==> config.mk <==
export PLATFORM = sky130hd
export DESIGN_NAME = prs_mem_end_flat
export DESIGN_NICKNAME = d
export VERILOG_FILES = /design/src/hdl/prs_pkg.sv /design/src/hdl/prs_link_if.sv /design/src/hdl/prs_mem_end.sv /design/src/flat_wrapper.sv
export SDC_FILE = /design/constraint.sdc
export NUM_CORES = 1
export LEC_CHECK = 0
export BUFFER_PORTS_ARGS = -buffer_cell sky130_fd_sc_hd__buf_2
export CAP_MARGIN = 20
export CELL_PAD_IN_SITES_DETAIL_PLACEMENT = 0
export CELL_PAD_IN_SITES_GLOBAL_PLACEMENT = 1
export CORE_MARGIN = 1.5
export CORE_UTILIZATION = 39
export CTS_CLUSTER_DIAMETER = 30
export CTS_CLUSTER_SIZE = 24
export DETAILED_ROUTE_END_ITERATION = 16
export GPL_TIMING_DRIVEN = 0
export PLACE_DENSITY = 0.78
export SLEW_MARGIN = 20
export SYNTH_ARGS = -nofsm -noshare
export SYNTH_HDL_FRONTEND = slang
export SYNTH_SLANG_ARGS = --single-unit
==> constraint.sdc <==
create_clock -name ref_clk -period 2.19 [get_ports ref_clk]
set_input_delay 0.5475 -clock ref_clk [delete_from_list [all_inputs] [get_ports ref_clk]]
set_output_delay 0.5475 -clock ref_clk [all_outputs]
set_load 0.03 [all_outputs]
==> src/hdl/prs_pkg.sv <==
// Purpose: Shared constants for power-up and reset sequencing ends
// Assumes: ref_clk at 10 MHz
// Notes: Times in ns, cycle counts derived
package prs_pkg;
   localparam int unsigned CLK_PERIOD_NS = 100;
   localparam int unsigned POWER_UP_INIT_WAIT_NS = 150000;
   localparam int unsigned RESET_LOW_PULSE_WIDTH_NS = 200;
   localparam int unsigned RESET_HIGH_TO_SELECT_GAP_NS = 200;
   localparam int unsigned RESET_LOW_TO_SELECT_GAP_NS = 400;
   localparam int unsigned SUPPLY_OFF_MIN_DURATION_NS = 50000;
   // Least times round up
   localparam int unsigned POWER_UP_INIT_WAIT_CYC =
      (POWER_UP_INIT_WAIT_NS + CLK_PERIOD_NS - 1) / CLK_PERIOD_NS;
   localparam int unsigned RESET_LOW_PULSE_WIDTH_CYC =
      (RESET_LOW_PULSE_WIDTH_NS + CLK_PERIOD_NS - 1) / CLK_PERIOD_NS;
   localparam int unsigned RESET_HIGH_TO_SELECT_GAP_CYC =
      (RESET_HIGH_TO_SELECT_GAP_NS + CLK_PERIOD_NS - 1) / CLK_PERIOD_NS;
   localparam int unsigned RESET_LOW_TO_SELECT_GAP_CYC =
      (RESET_LOW_TO_SELECT_GAP_NS + CLK_PERIOD_NS - 1) / CLK_PERIOD_NS;
   localparam int unsigned SUPPLY_OFF_MIN_DURATION_CYC =
      (SUPPLY_OFF_MIN_DURATION_NS + CLK_PERIOD_NS - 1) / CLK_PERIOD_NS;
   localparam int unsigned CNT_W = 16;
   localparam int unsigned CFG_W = 16;
   localparam logic [15:0] CFG0_RST = 16'h8F1F;
   localparam logic [15:0] CFG1_RST = 16'h0002;
   localparam int unsigned ROW_W = 13;
   localparam logic [12:0] ROW_RST = 13'h0000;
endpackage : prs_pkg

==> src/hdl/prs_link_if.sv <==
// Purpose: Reset and select wires between host and memory
// Assumes: One clock, host drives both wires
// Notes: Active low signals
`timescale 1ns/10ps
interface prs_link_if;
   logic reset_n;
   logic cs_n;
   modport host (output reset_n, output cs_n);
   modport mem (input reset_n, input cs_n);
endinterface : prs_link_if

==> src/hdl/prs_mem_end.sv <==
// Purpose: Memory-side power-up and reset sequencing
// Assumes: Link pins come from another domain
// Notes: rst_n models power-on; link reset is the pin
`timescale 1ns/10ps
module prs_mem_end #(
   parameter int unsigned INIT_WAIT_CYC = prs_pkg::POWER_UP_INIT_WAIT_CYC
) (
   input wire logic ref_clk,
   input wire logic rst_n,
   prs_link_if.mem link,
   input wire logic dpd_enter,
   input wire logic cfg_wr,
   input wire logic cfg_sel,
   input wire logic [prs_pkg::CFG_W-1:0] cfg_wdata,
   output logic mem_ready,
   output logic refresh_on,
   output logic deep_pd,
   output logic select_violation,
   output logic [prs_pkg::CFG_W-1:0] cfg0,
   output logic [prs_pkg::CFG_W-1:0] cfg1,
   output logic [prs_pkg::ROW_W-1:0] refresh_row
);
   // Wait count must fit the counter
   if (INIT_WAIT_CYC < 1 || INIT_WAIT_CYC >= (1 << prs_pkg::CNT_W)) begin
      : g_bad_wait
      $error("INIT_WAIT_CYC out of range");
   end

   typedef enum logic [2:0] {
      PRS_M_HOLD = 3'b001,
      PRS_M_INIT = 3'b010,
      PRS_M_RUN = 3'b100
   } prs_mstate_t;

   ////////////////////////////////////////////////////////////////////////
   // Pin synchronisers
   logic [2:0] rst_sync_r, rst_sync_nxt;
   logic [2:0] cs_sync_r, cs_sync_nxt;
   logic rst_lvl_r, rst_lvl_nxt;
   logic cs_lvl_r, cs_lvl_nxt;

   always_comb begin
      rst_sync_nxt = {rst_sync_r[1:0], link.reset_n};
      cs_sync_nxt = {cs_sync_r[1:0], link.cs_n};
      rst_lvl_nxt = rst_lvl_r;
      cs_lvl_nxt = cs_lvl_r;
      if (rst_sync_r[1] == rst_sync_r[2])
         rst_lvl_nxt = rst_sync_r[2];
      if (cs_sync_r[1] == cs_sync_r[2])
         cs_lvl_nxt = cs_sync_r[2];
   end

   always_ff @(posedge ref_clk) begin
      if (!rst_n) begin
         rst_sync_r <= 3'h0;
         cs_sync_r <= 3'h7;
         rst_lvl_r <= 1'b0;
         cs_lvl_r <= 1'b1;
      end else begin
         rst_sync_r <= rst_sync_nxt;
         cs_sync_r <= cs_sync_nxt;
         rst_lvl_r <= rst_lvl_nxt;
         cs_lvl_r <= cs_lvl_nxt;
      end
   end

   ////////////////////////////////////////////////////////////////////////
   // Sequencer
   prs_mstate_t state_r, state_nxt;
   logic [prs_pkg::CNT_W-1:0] cnt_r, cnt_nxt;
   logic [prs_pkg::CFG_W-1:0] cfg0_r, cfg0_nxt, cfg1_r, cfg1_nxt;
   logic [prs_pkg::ROW_W-1:0] row_r, row_nxt;
   logic dpd_r, dpd_nxt;
   logic viol_r, viol_nxt;
   logic ready_r, ready_nxt;
   logic refr_r, refr_nxt;

   always_comb begin
      state_nxt = state_r;
      cnt_nxt = cnt_r;
      cfg0_nxt = cfg0_r;
      cfg1_nxt = cfg1_r;
      row_nxt = row_r;
      dpd_nxt = dpd_r;
      viol_nxt = 1'b0;
      refr_nxt = refr_r;
      if (!rst_lvl_r) begin
         state_nxt = PRS_M_HOLD;
         cnt_nxt = '0;
         cfg0_nxt = prs_pkg::CFG0_RST;
         cfg1_nxt = prs_pkg::CFG1_RST;
         row_nxt = prs_pkg::ROW_RST;
         dpd_nxt = 1'b0;
         refr_nxt = 1'b0;
         viol_nxt = !cs_lvl_r;
      end else begin
         refr_nxt = !dpd_r;
         if (refr_r)
            row_nxt = row_r + 1'b1;
         case (state_r)
            PRS_M_HOLD: begin
               state_nxt = PRS_M_INIT;
               cnt_nxt = '0;
            end
            PRS_M_INIT: begin
               viol_nxt = !cs_lvl_r;
               if (cnt_r == prs_pkg::CNT_W'(INIT_WAIT_CYC - 1))
                  state_nxt = PRS_M_RUN;
               else
                  cnt_nxt = cnt_r + 1'b1;
            end
            PRS_M_RUN: begin
               if (dpd_enter && cs_lvl_r)
                  dpd_nxt = 1'b1;
               else if (!cs_lvl_r)
                  dpd_nxt = 1'b0;
               if (cfg_wr && !cs_lvl_r && !dpd_r) begin
                  if (cfg_sel)
                     cfg1_nxt = cfg_wdata;
                  else
                     cfg0_nxt = cfg_wdata;
               end
            end
            default: state_nxt = PRS_M_HOLD;
         endcase
      end
      ready_nxt = (state_nxt == PRS_M_RUN) && !dpd_nxt;
   end

   always_ff @(posedge ref_clk) begin
      if (!rst_n) begin
         state_r <= PRS_M_HOLD;
         cnt_r <= '0;
         cfg0_r <= prs_pkg::CFG0_RST;
         cfg1_r <= prs_pkg::CFG1_RST;
         row_r <= prs_pkg::ROW_RST;
         dpd_r <= 1'b0;
         viol_r <= 1'b0;
         ready_r <= 1'b0;
         refr_r <= 1'b0;
      end else begin
         state_r <= state_nxt;
         cnt_r <= cnt_nxt;
         cfg0_r <= cfg0_nxt;
         cfg1_r <= cfg1_nxt;
         row_r <= row_nxt;
         dpd_r <= dpd_nxt;
         viol_r <= viol_nxt;
         ready_r <= ready_nxt;
         refr_r <= refr_nxt;
      end
   end

   assign mem_ready = ready_r;
   assign refresh_on = refr_r;
   assign deep_pd = dpd_r;
   assign select_violation = viol_r;
   assign cfg0 = cfg0_r;
   assign cfg1 = cfg1_r;
   assign refresh_row = row_r;
endmodule : prs_mem_end

==> src/flat_wrapper.sv <==
// flat-port wrapper written by rule: the top's interface ports become plain ports
module prs_mem_end_flat 
#(
   parameter int unsigned INIT_WAIT_CYC = prs_pkg::POWER_UP_INIT_WAIT_CYC
)
  (ref_clk, rst_n, dpd_enter, cfg_wr, cfg_sel, cfg_wdata, mem_ready, refresh_on, deep_pd, select_violation, cfg0, cfg1, refresh_row, link_reset_n, link_cs_n);
  prs_link_if link_i ();
  input wire logic ref_clk;
  input wire logic rst_n;
  input wire logic dpd_enter;
  input wire logic cfg_wr;
  input wire logic cfg_sel;
  input wire logic [prs_pkg::CFG_W-1:0] cfg_wdata;
  output logic mem_ready;
  output logic refresh_on;
  output logic deep_pd;
  output logic select_violation;
  output logic [prs_pkg::CFG_W-1:0] cfg0;
  output logic [prs_pkg::CFG_W-1:0] cfg1;
  output logic [prs_pkg::ROW_W-1:0] refresh_row;
  input wire logic [$bits(link_i.reset_n)-1:0] link_reset_n;
  input wire logic [$bits(link_i.cs_n)-1:0] link_cs_n;
  assign link_i.reset_n = link_reset_n;
  assign link_i.cs_n = link_cs_n;
  prs_mem_end #(.INIT_WAIT_CYC(INIT_WAIT_CYC)) u_core (.ref_clk(ref_clk), .rst_n(rst_n), .link(link_i), .dpd_enter(dpd_enter), .cfg_wr(cfg_wr), .cfg_sel(cfg_sel), .cfg_wdata(cfg_wdata), .mem_ready(mem_ready), .refresh_on(refresh_on), .deep_pd(deep_pd), .select_violation(select_violation), .cfg0(cfg0), .cfg1(cfg1), .refresh_row(refresh_row));
endmodule
# --- Word-level counts from Yosys, hierarchy flattened ---
# Index checks and enable logic that the tools add are counted.
classes:
  n_addsub: 2
  n_mul: 0
  div_mod_pow: 0
  order_cmp: 0
  eq_ne: 8
  n_shift: 0
  muxes: 11
  bitwise: 1
  reduce_logical: 12
ops:
  columns: ["operator", "n"]
  rows:
  - ["$pmux 16 s2", 1]
  - ["$add 16x1->16 const B", 1]
  - ["$eq 16x11->1 const B", 1]
  - ["$mux 16", 1]
  - ["$add 13x1->13 const B", 1]
  - ["$pmux 3 s3", 1]
  - ["$eq 3x3->1 const B", 2]
  - ["$mux 1", 6]
  - ["$mux 3", 2]
  - ["$reduce_and 3->1", 2]
  - ["$logic_and 1x1->1", 4]
  - ["$reduce_and 2->1", 2]
  - ["$eq 3x1->1 const B", 1]
  - ["$eq 3x2->1 const B", 1]
  - ["$logic_not 1->1", 3]
  - ["$eq 1x1->1", 2]
  - ["$ne 2x2->1 const B", 1]
  - ["$reduce_bool 2->1", 1]
  - ["$not 1->1", 1]
word_totals:
  ff_bits: 76
  latch_bits: 0
  ramBits: 0
  romBits: 0
  in_bits: 23
  output_inout_bits: 49
  n_memories: 0

# --- Longest topological paths before layout ---
# Gate-level depths: netlist of run 1.
depth:
  ltp_word: 6
  ltp_mapped: 7
  ltp_nobuf: 5

# --- Worst setup path after synthesis of run 1 ---
# OpenSTA, ideal clock, no wires.
synth_timing:
  path_type: "reg2reg"
  start: "reg u_core.state_r[2]"
  end: "reg u_core.cnt_r[15] (netlist bit)"
  t_arrival_ns: 1.899
  setup_slack_ns: 0.221
  path_stages_with_launch: 7
  path_buffers: 2
  path_cell_list: "dfxtp_1 buf_6 or3b_1 buf_2 or4_4 or3_1 a21oi_1"
synth_between:
  elab_chain_len: 3
  word_cells_on_any_way: 6
synth_rtl:
  columns: ["element", "line_no", "source"]
  rows:
  - ["start: declaration", "prs_mem_end.sv:69", "prs_mstate_t state_r, state_nxt;"]
  - ["start signal: assignment", "prs_mem_end.sv:142", "state_r <= state_nxt;"]
  - ["$eq 3x2->1 or $eq 3x1->1 (tied branches)", "prs_mem_end.sv:100", "case (state_r)"]
  - ["$ne 2x2->1 (no line) or $reduce_bool 2->1 (tied branches)", null, null]
  - ["$reduce_and 2->1 (no line)", null, null]
  - ["end signal: assignment", "prs_mem_end.sv:143", "cnt_r <= cnt_nxt;"]
  - ["end: declaration", "prs_mem_end.sv:70", "logic [prs_pkg::CNT_W-1:0] cnt_r, cnt_nxt;"]
# Parallel ways exist; a longest one is shown, timed or not.
# A chain may end at the register's enable or synchronous reset.

# --- Worst setup path in the final report of run 1 ---
layout_timing:
  start: "reg u_core.state_r[2]"
  end: "reg u_core.cnt_r[13] (netlist bit)"
# The elaborated chain is that of the path after synthesis.

==> results by group, run 1 <==
Final layout
  – Diodes inserted: 0
  – Sequential standard cell area: approximately 1500 µm²
  – Layout filler cell count: between 700 and 800
  – Core Util, Final: 0.503
  – Area Growth Syn to Fin: 23.7%
  – Final Net Count: about 440
  – Cell area after layout: around 3700 µm²
  – Final Non-Filler Cells: between 500 and 600
  – Multi-input logic area: 1380 µm²
  – Share of post-route cells with drive strength above 1: 0.234

Critical path
  – R2r endpoint: u_core.cnt_r[13]$_SDFFE_PN0P_
  – WP data required: approximately 2500 ps
  – Crit-path max FO: 10
  – Worst R2R Setup Slack: ~100 ps
  – CP Capture Type: flop
  – Reg2reg start: u_core.state_r[2]$_SDFF_PN0_
  – CP startpoint kind: flop
  – Crit path kind: reg2reg
  – R2R depth: 6
  – Arrival time worst endpoint: roughly 2400 ps

Die
  – Die width: slightly above 90 µm
  – Rows: 31
  – Die H: between 90 and 100 µm
  – Core box area: approximately 7300 µm²
  – Initial core utilization: 0.407
  – Die footprint: approximately 8000 µm²
  – I/O pin count: 72

Global routing
  – Gr ovfl total: 0
  – Initial antenna violation count: 0
  – First-pass GRT wire length: roughly 11,000 µm
  – GRT Total Usage: 0.173
  – Vias in the first global route: between 2k and 2.5k
  – Largest net degree at the start of global routing: 14

STA
  – Worst Hold Slack: approximately 380 ps
  – Setup violators final: 0
  – Final-report hold violation count: 0
  – Slew @ Worst Pin: roughly 570 ps
  – Final worst setup slack: around 100 ps
  – Rel. slew slack: 0.618
  – Final Critical Period: around 2100 ps
  – Worst Skew: 12.0 ps
  – Fin. max-slew vios: 0
  – Final worst-path cycle share: 0.954
  – Peak Freq: about 480 MHz

Worst hold path
  – Worst min path class: in2reg
  – Hold Path End: u_core.cs_sync_r[0]$_SDFF_PN1_
  – Min-delay src: link_cs_n
  – Hold depth: 2

Routing
  – 1st-iter DRT viols: around 110
  – Via count: between 2k and 3k
  – Post-DRT Antenna Nets: 0
  – Wirelength per Cell: 12.8 µm
  – First-pass DRT Iterations: 4
  – Drt total wl: approximately 6600 µm
  – DRC: 0
  – Vias per inst: between 4 and 5

Logic synthesis
  – Netlist Area Pre-Place: ~3000 µm²
  – Primary FF master, synth: dfxtp_1
  – Area share of the largest cell type after synthesis: 0.510
  – Syn Area/Cell: 9.04 µm²
  – Yosys warns: 0
  – Syn_nets: ~360
  – Register area share after synthesis: 0.510
  – Number of synthesized flops with an enable pin: 0
  – Yosys reg bits: between 70 and 80
  – Mapped Cells: 330
  – Synth area leader: dfxtp_1
  – Async SR Flop Fraction: 0
  – Cell variety after synth: 44
  – Synth top area cells: dfxtp_1, mux2i_1, nand2_1, nor2_1, xnor2_1

Placed design
  – Final GP Congestion: 0.731
  – Port bufs: 71
  – Placed instance area: between 3000 and 4000 µm²
  – DP Worst Slack: -263 ps
  – Inst Count DP: 500
  – Dpl hpwl: ~4800 µm

Clocking
  – Worst-skew pair later-pin latency: ~350 ps
  – Clock root buffer: clkbuf_8
  – CTS buffer count: 9
  – CTS tree: yes
  – CTS max path bufs: 2
  – CTS clk-pin slew, worst paths: 80 ps
  – CTS Sinks: 76
  – Post-CTS Hold Fix Bufs: 0
  – CTS H-tree lvls: 3

Power and ir drop
  – Peak supply drop: 0.373 mV
  – P_leak: ~0.0015 µW
  – PD cells: 675 nW/µm²

Status
  – Status: finished clean

Job
  – Number of max-cap violations: 0
-- critical path, cell delays in order (launching register included) --
cell	delay, ps
dfxtp_1	310
buf_6	130
or3b_1	330
buf_2	170
or4_4	580
or3_1	360
a21oi_1	130
-- layer usage --
layer  track usage  vias up  wire [µm]
li1              -     1299          -
met1         0.212     1168       3120
met2         0.275       58       2970
met3        0.0480       16        350
met4        0.0899        0        194
met5             0        -          0
-- repair_timing --
action                                  CTS  global route
hold endpoints to repair                  0             0
pin swaps                                 1             2
cloned                                    0             0
setup buffers                             0             2
gates resized for setup                   1             2
endpoints found under the setup margin    5            21
-- metrics by stage --
step	setup TNS (ps)	total power [µW]
2_1_floorplan	0	1430
6_report	0	2490
5_1_grt	-7.12	2590
3_3_place_gp	-491	1450
3_5_place_dp	-507	1450
4_1_cts	0	2540
-- kinds of logic (layout without fill, tap and decap cells) --
family,Yosys count,after routing,share of synthesized area
adder cells (fa/ha/maj),2,2,0.00839
AND/OR/NAND/NOR,159,159,0.271
multiplexers,17,17,0.0570
buffers and inverters,21,110,0.0298
XOR/XNOR,19,19,0.0558
flip-flops,76,76,0.510
AO/OA/AOI/OAI,36,36,0.0680
-- worst max path at each step --
| stage | cells past startpoint | end | slack (ps) | from |
|---|---|---|---|---|
| after floorplan | 6 | u_core.cnt_r[15]$_SDFFE_PN0P_ | 220 | u_core.state_r[2]$_SDFF_PN0_ |
| after global placement | 5 | u_core.mem_ready$_SDFF_PN0_ | -270 | u_core.cnt_r[0]$_SDFFE_PN0P_ |
| after detailed placement | 5 | u_core.mem_ready$_SDFF_PN0_ | -260 | u_core.cnt_r[0]$_SDFFE_PN0P_ |
| after CTS | 5 | u_core.mem_ready$_SDFF_PN0_ | 7 | u_core.cnt_r[0]$_SDFFE_PN0P_ |
| after global routing | 5 | u_core.mem_ready$_SDFF_PN0_ | -7 | u_core.cnt_r[0]$_SDFFE_PN0P_ |
| final | 6 | u_core.cnt_r[13]$_SDFFE_PN0P_ | 100 | u_core.state_r[2]$_SDFF_PN0_ |
-- cell usage after synthesis, drive strengths merged, types with 6 or more instances --
master,n
nand4,9
or3,7
o21ai,10
inv,7
a21oi,17
dfxtp,76
nor3,6
nor2,42
nand3,15
nor4,7
nand2,44
mux2i,17
xnor2,13
xor2,6
clkbuf,11
-- sequential cells by signal, indices dropped and copies added, names as in the netlist --
| name | cells |
|---|---|
| u_core.cfg1 | 16 |
| u_core.cs_lvl_r | 1 |
| u_core.deep_pd | 1 |
| u_core.cfg0 | 16 |
| u_core.refresh_on | 1 |
| u_core.refresh_row | 13 |
| u_core.rst_lvl_r | 1 |
| u_core.cs_sync_r | 3 |
| u_core.select_violation | 1 |
| u_core.rst_sync_r | 3 |
| u_core.mem_ready | 1 |
| u_core.cnt_r | 16 |
| u_core.state_r | 3 |
-- final cells by class --
| cell class | count | area share |
|---|---|---|
| clock buffers | 11 | 0.0383 |
| well taps | 99 | 0.0336 |
| repair buffers | 73 | 0.100 |
| inverters | 7 | 0.00712 |
| clock inverters | 5 | 0.0166 |
| flip-flops and latches | 76 | 0.412 |
| plain buffers | 14 | 0.0173 |
| multi-input cells | 233 | 0.374 |
-- layout by cell type, fill, tap and decap left out, types with 2 or more instances in the layout --
cell type / instances
or4bb_1: 2
nor3b_1: 2
o31ai_1: 2
nor4_1: 6
or3_1: 7
clkbuf_8: 10
mux2i_1: 17
o211ai_1: 2
ha_1: 2
and2_1: 4
a21oi_1: 17
dfxtp_1: 76
nand2b_1: 5
xnor2_1: 13
nor2_1: 42
buf_4: 2
nor2b_1: 2
clkbuf_1: 11
o21ai_0: 10
nand4_1: 9
nor3_1: 6
inv_1: 7
a211oi_1: 2
buf_2: 73
nand2_1: 44
clkinvlp_4: 3
xor2_1: 6
nand3_1: 15
-- power breakdown --
part / switching (µW) / internal, µW
clock: 512 / 559
combinational: 14.8 / 18.3
sequential: 1.77 / 1390
total: 529 / 1960
Note: power is estimated with default switching activity, not from simulation.
==> inputs of run 2 (changes only) <==
clock period = 2.1 ns   (was 2.19 ns; I/O delays follow)
==> results by group, run 2 (same netlist as run 1, synthesis figures left out) <==
Status
  – Status: finished clean

Die
  – Rows: 31
  – Die width: slightly above 90 µm
  – Die footprint: 8180 µm²
  – Initial core utilization: 0.407
  – Die H: 90.5 µm
  – I/O pin count: 72
  – Core box area: about 7300 µm²

Placed design
  – Inst Count DP: 500
  – Port bufs: 71
  – Final GP Congestion: ~0.73
  – Dpl hpwl: about 4800 µm
  – DP Worst Slack: -353 ps

Global routing
  – Gr ovfl total: 0
  – Largest net degree at the start of global routing: 14
  – Initial antenna violation count: 0
  – GRT Total Usage: 0.173
  – First-pass GRT wire length: roughly 11,000 µm
  – Vias in the first global route: roughly 2.5k

Power and ir drop
  – Peak supply drop: between 0.3 and 0.4 mV
  – Final Power: between 2000 and 3000 µW
  – P_leak: around 0.0015 µW
  – PD cells: roughly 700 nW/µm²

STA
  – Peak Freq: about 500 MHz
  – Slew @ Worst Pin: around 570 ps
  – Final worst-path cycle share: 0.976
  – Setup violators final: 0
  – Worst Skew: 13.2 ps
  – Fin. max-slew vios: 0
  – Worst Hold Slack: roughly 360 ps
  – Final worst setup slack: roughly 51 ps
  – Rel. slew slack: 0.618
  – Final-report hold violation count: 0
  – Setup TNS: 0 ps
  – Final Critical Period: a little over 2000 ps

Final layout
  – Area Growth Syn to Fin: 24.4%
  – Share of post-route cells with drive strength above 1: 0.238
  – Diodes inserted: 0
  – Commonest non-fill, non-tap cell in the layout: dfxtp_1
  – Final Net Count: 441
  – Most frequent cells in the layout: dfxtp_1, buf_2, nand2_1
  – Final Non-Filler Cells: 520

Routing
  – Wirelength per Cell: 12.9 µm
  – Vias per inst: approximately 4.9
  – DRC: 0
  – Drt total wl: 6700 µm
  – Via count: between 2k and 3k
  – 1st-iter DRT viols: just under 100
  – First-pass DRT Iterations: 4
  – Post-DRT Antenna Nets: 0

Critical path
  – Cell Chain, Critical Path: buf_6 -> or3b_1 -> buf_6 -> or4_4 -> or3_1 -> a21oi_1
  – Crit path buf inv count: 2
  – Most numerous cell on the critical path: buf_6
  – WP data required: between 2000 and 2500 ps
  – Crit path kind: reg2reg
  – Arrival time worst endpoint: 2320 ps
  – CP startpoint kind: flop
  – CP top delay family: simple AND/OR/NAND/NOR gates
  – Slowest cell on crit path: or4_4
  – Crit-path max cell delay: 560 ps
  – CP Capture Type: flop
  – Crit-path max FO: 10

Clocking
  – CTS Sinks: 76
  – CTS max path bufs: 2
  – Worst-skew pair later-pin latency: ~350 ps
  – Post-CTS Hold Fix Bufs: 0
  – CTS H-tree lvls: 3
  – CTS buffer count: 9
  – Clock root buffer: clkbuf_8
  – CTS tree: yes
  – CTS clk-pin slew, worst paths: 80 ps

Job
  – Number of max-cap violations: 0

Worst hold path
  – Worst min path class: in2reg
## run 2: cell types whose count changed in the layout (fill, tap and decap cells not counted)
cell	change
buf_4	+2
buf_6	+1
buf_2	-1
## run 2: final cells by class
cell class                      count  area [µm²]
Tap cell                           99         124
Buffer                             14        70.1
Fill cell                         726        3620
Inverter                            7        26.3
Timing Repair Buffer               75         385
Clock buffer                       11         141
Multi-Input combinational cell    233        1380
Clock inverter                      5        61.3
Sequential cell                    76        1520
## run 2: timing repair
action	4_1_cts	5_1_grt
buffers inserted	3	1
pin swaps	3	3
resized for setup	1	5
endpoints found under the setup margin	17	12
endpoints found under the hold margin	0	0
## run 2: path summary, 6_finish.rpt
check | startpoint | endpoint | slack (ps) | cells after the start
hold / removal | link_cs_n | u_core.cs_sync_r[0]$_SDFF_PN1_ | 360 | 2
hold reg to reg | u_core.cs_sync_r[0]$_SDFF_PN1_ | u_core.cs_sync_r[1]$_SDFF_PN1_ | 420 | 1
setup / recovery | u_core.state_r[2]$_SDFF_PN0_ | u_core.cnt_r[11]$_SDFFE_PN0P_ | 50 | 6
setup reg to reg | u_core.state_r[2]$_SDFF_PN0_ | u_core.cnt_r[11]$_SDFFE_PN0P_ | 50 | 6
## run 2: metrics by stage
| stage | util | instance area (µm²) |
|---|---|---|
| finish | 0.506 | 3710 |
| global route | 0.506 | 3710 |
| CTS | 0.504 | 3700 |
| detailed placement | 0.472 | 3460 |
| global placement | 0.472 | 3460 |
| floorplan | - | 2980 |
## run 2: layer usage
layer,GRT usage,share of wire
met2,0.276,0.44
met1,0.213,0.47
met3,0.0480,0.055
met4,0.0899,0.030
met5,0,0
## run 2: worst register-to-register path: stages (launching register included)
cell and delay (ps):
dfxtp_1 310, buf_6 130, or3b_1 360, buf_6 150, or4_4 560, or3_1 330
a21oi_1 140
## run 2: power by group
group | switching (µW) | internal (µW)
Combinational | 15.5 | 19.1
Sequential | 1.86 | 1440
Clock | 537 | 583
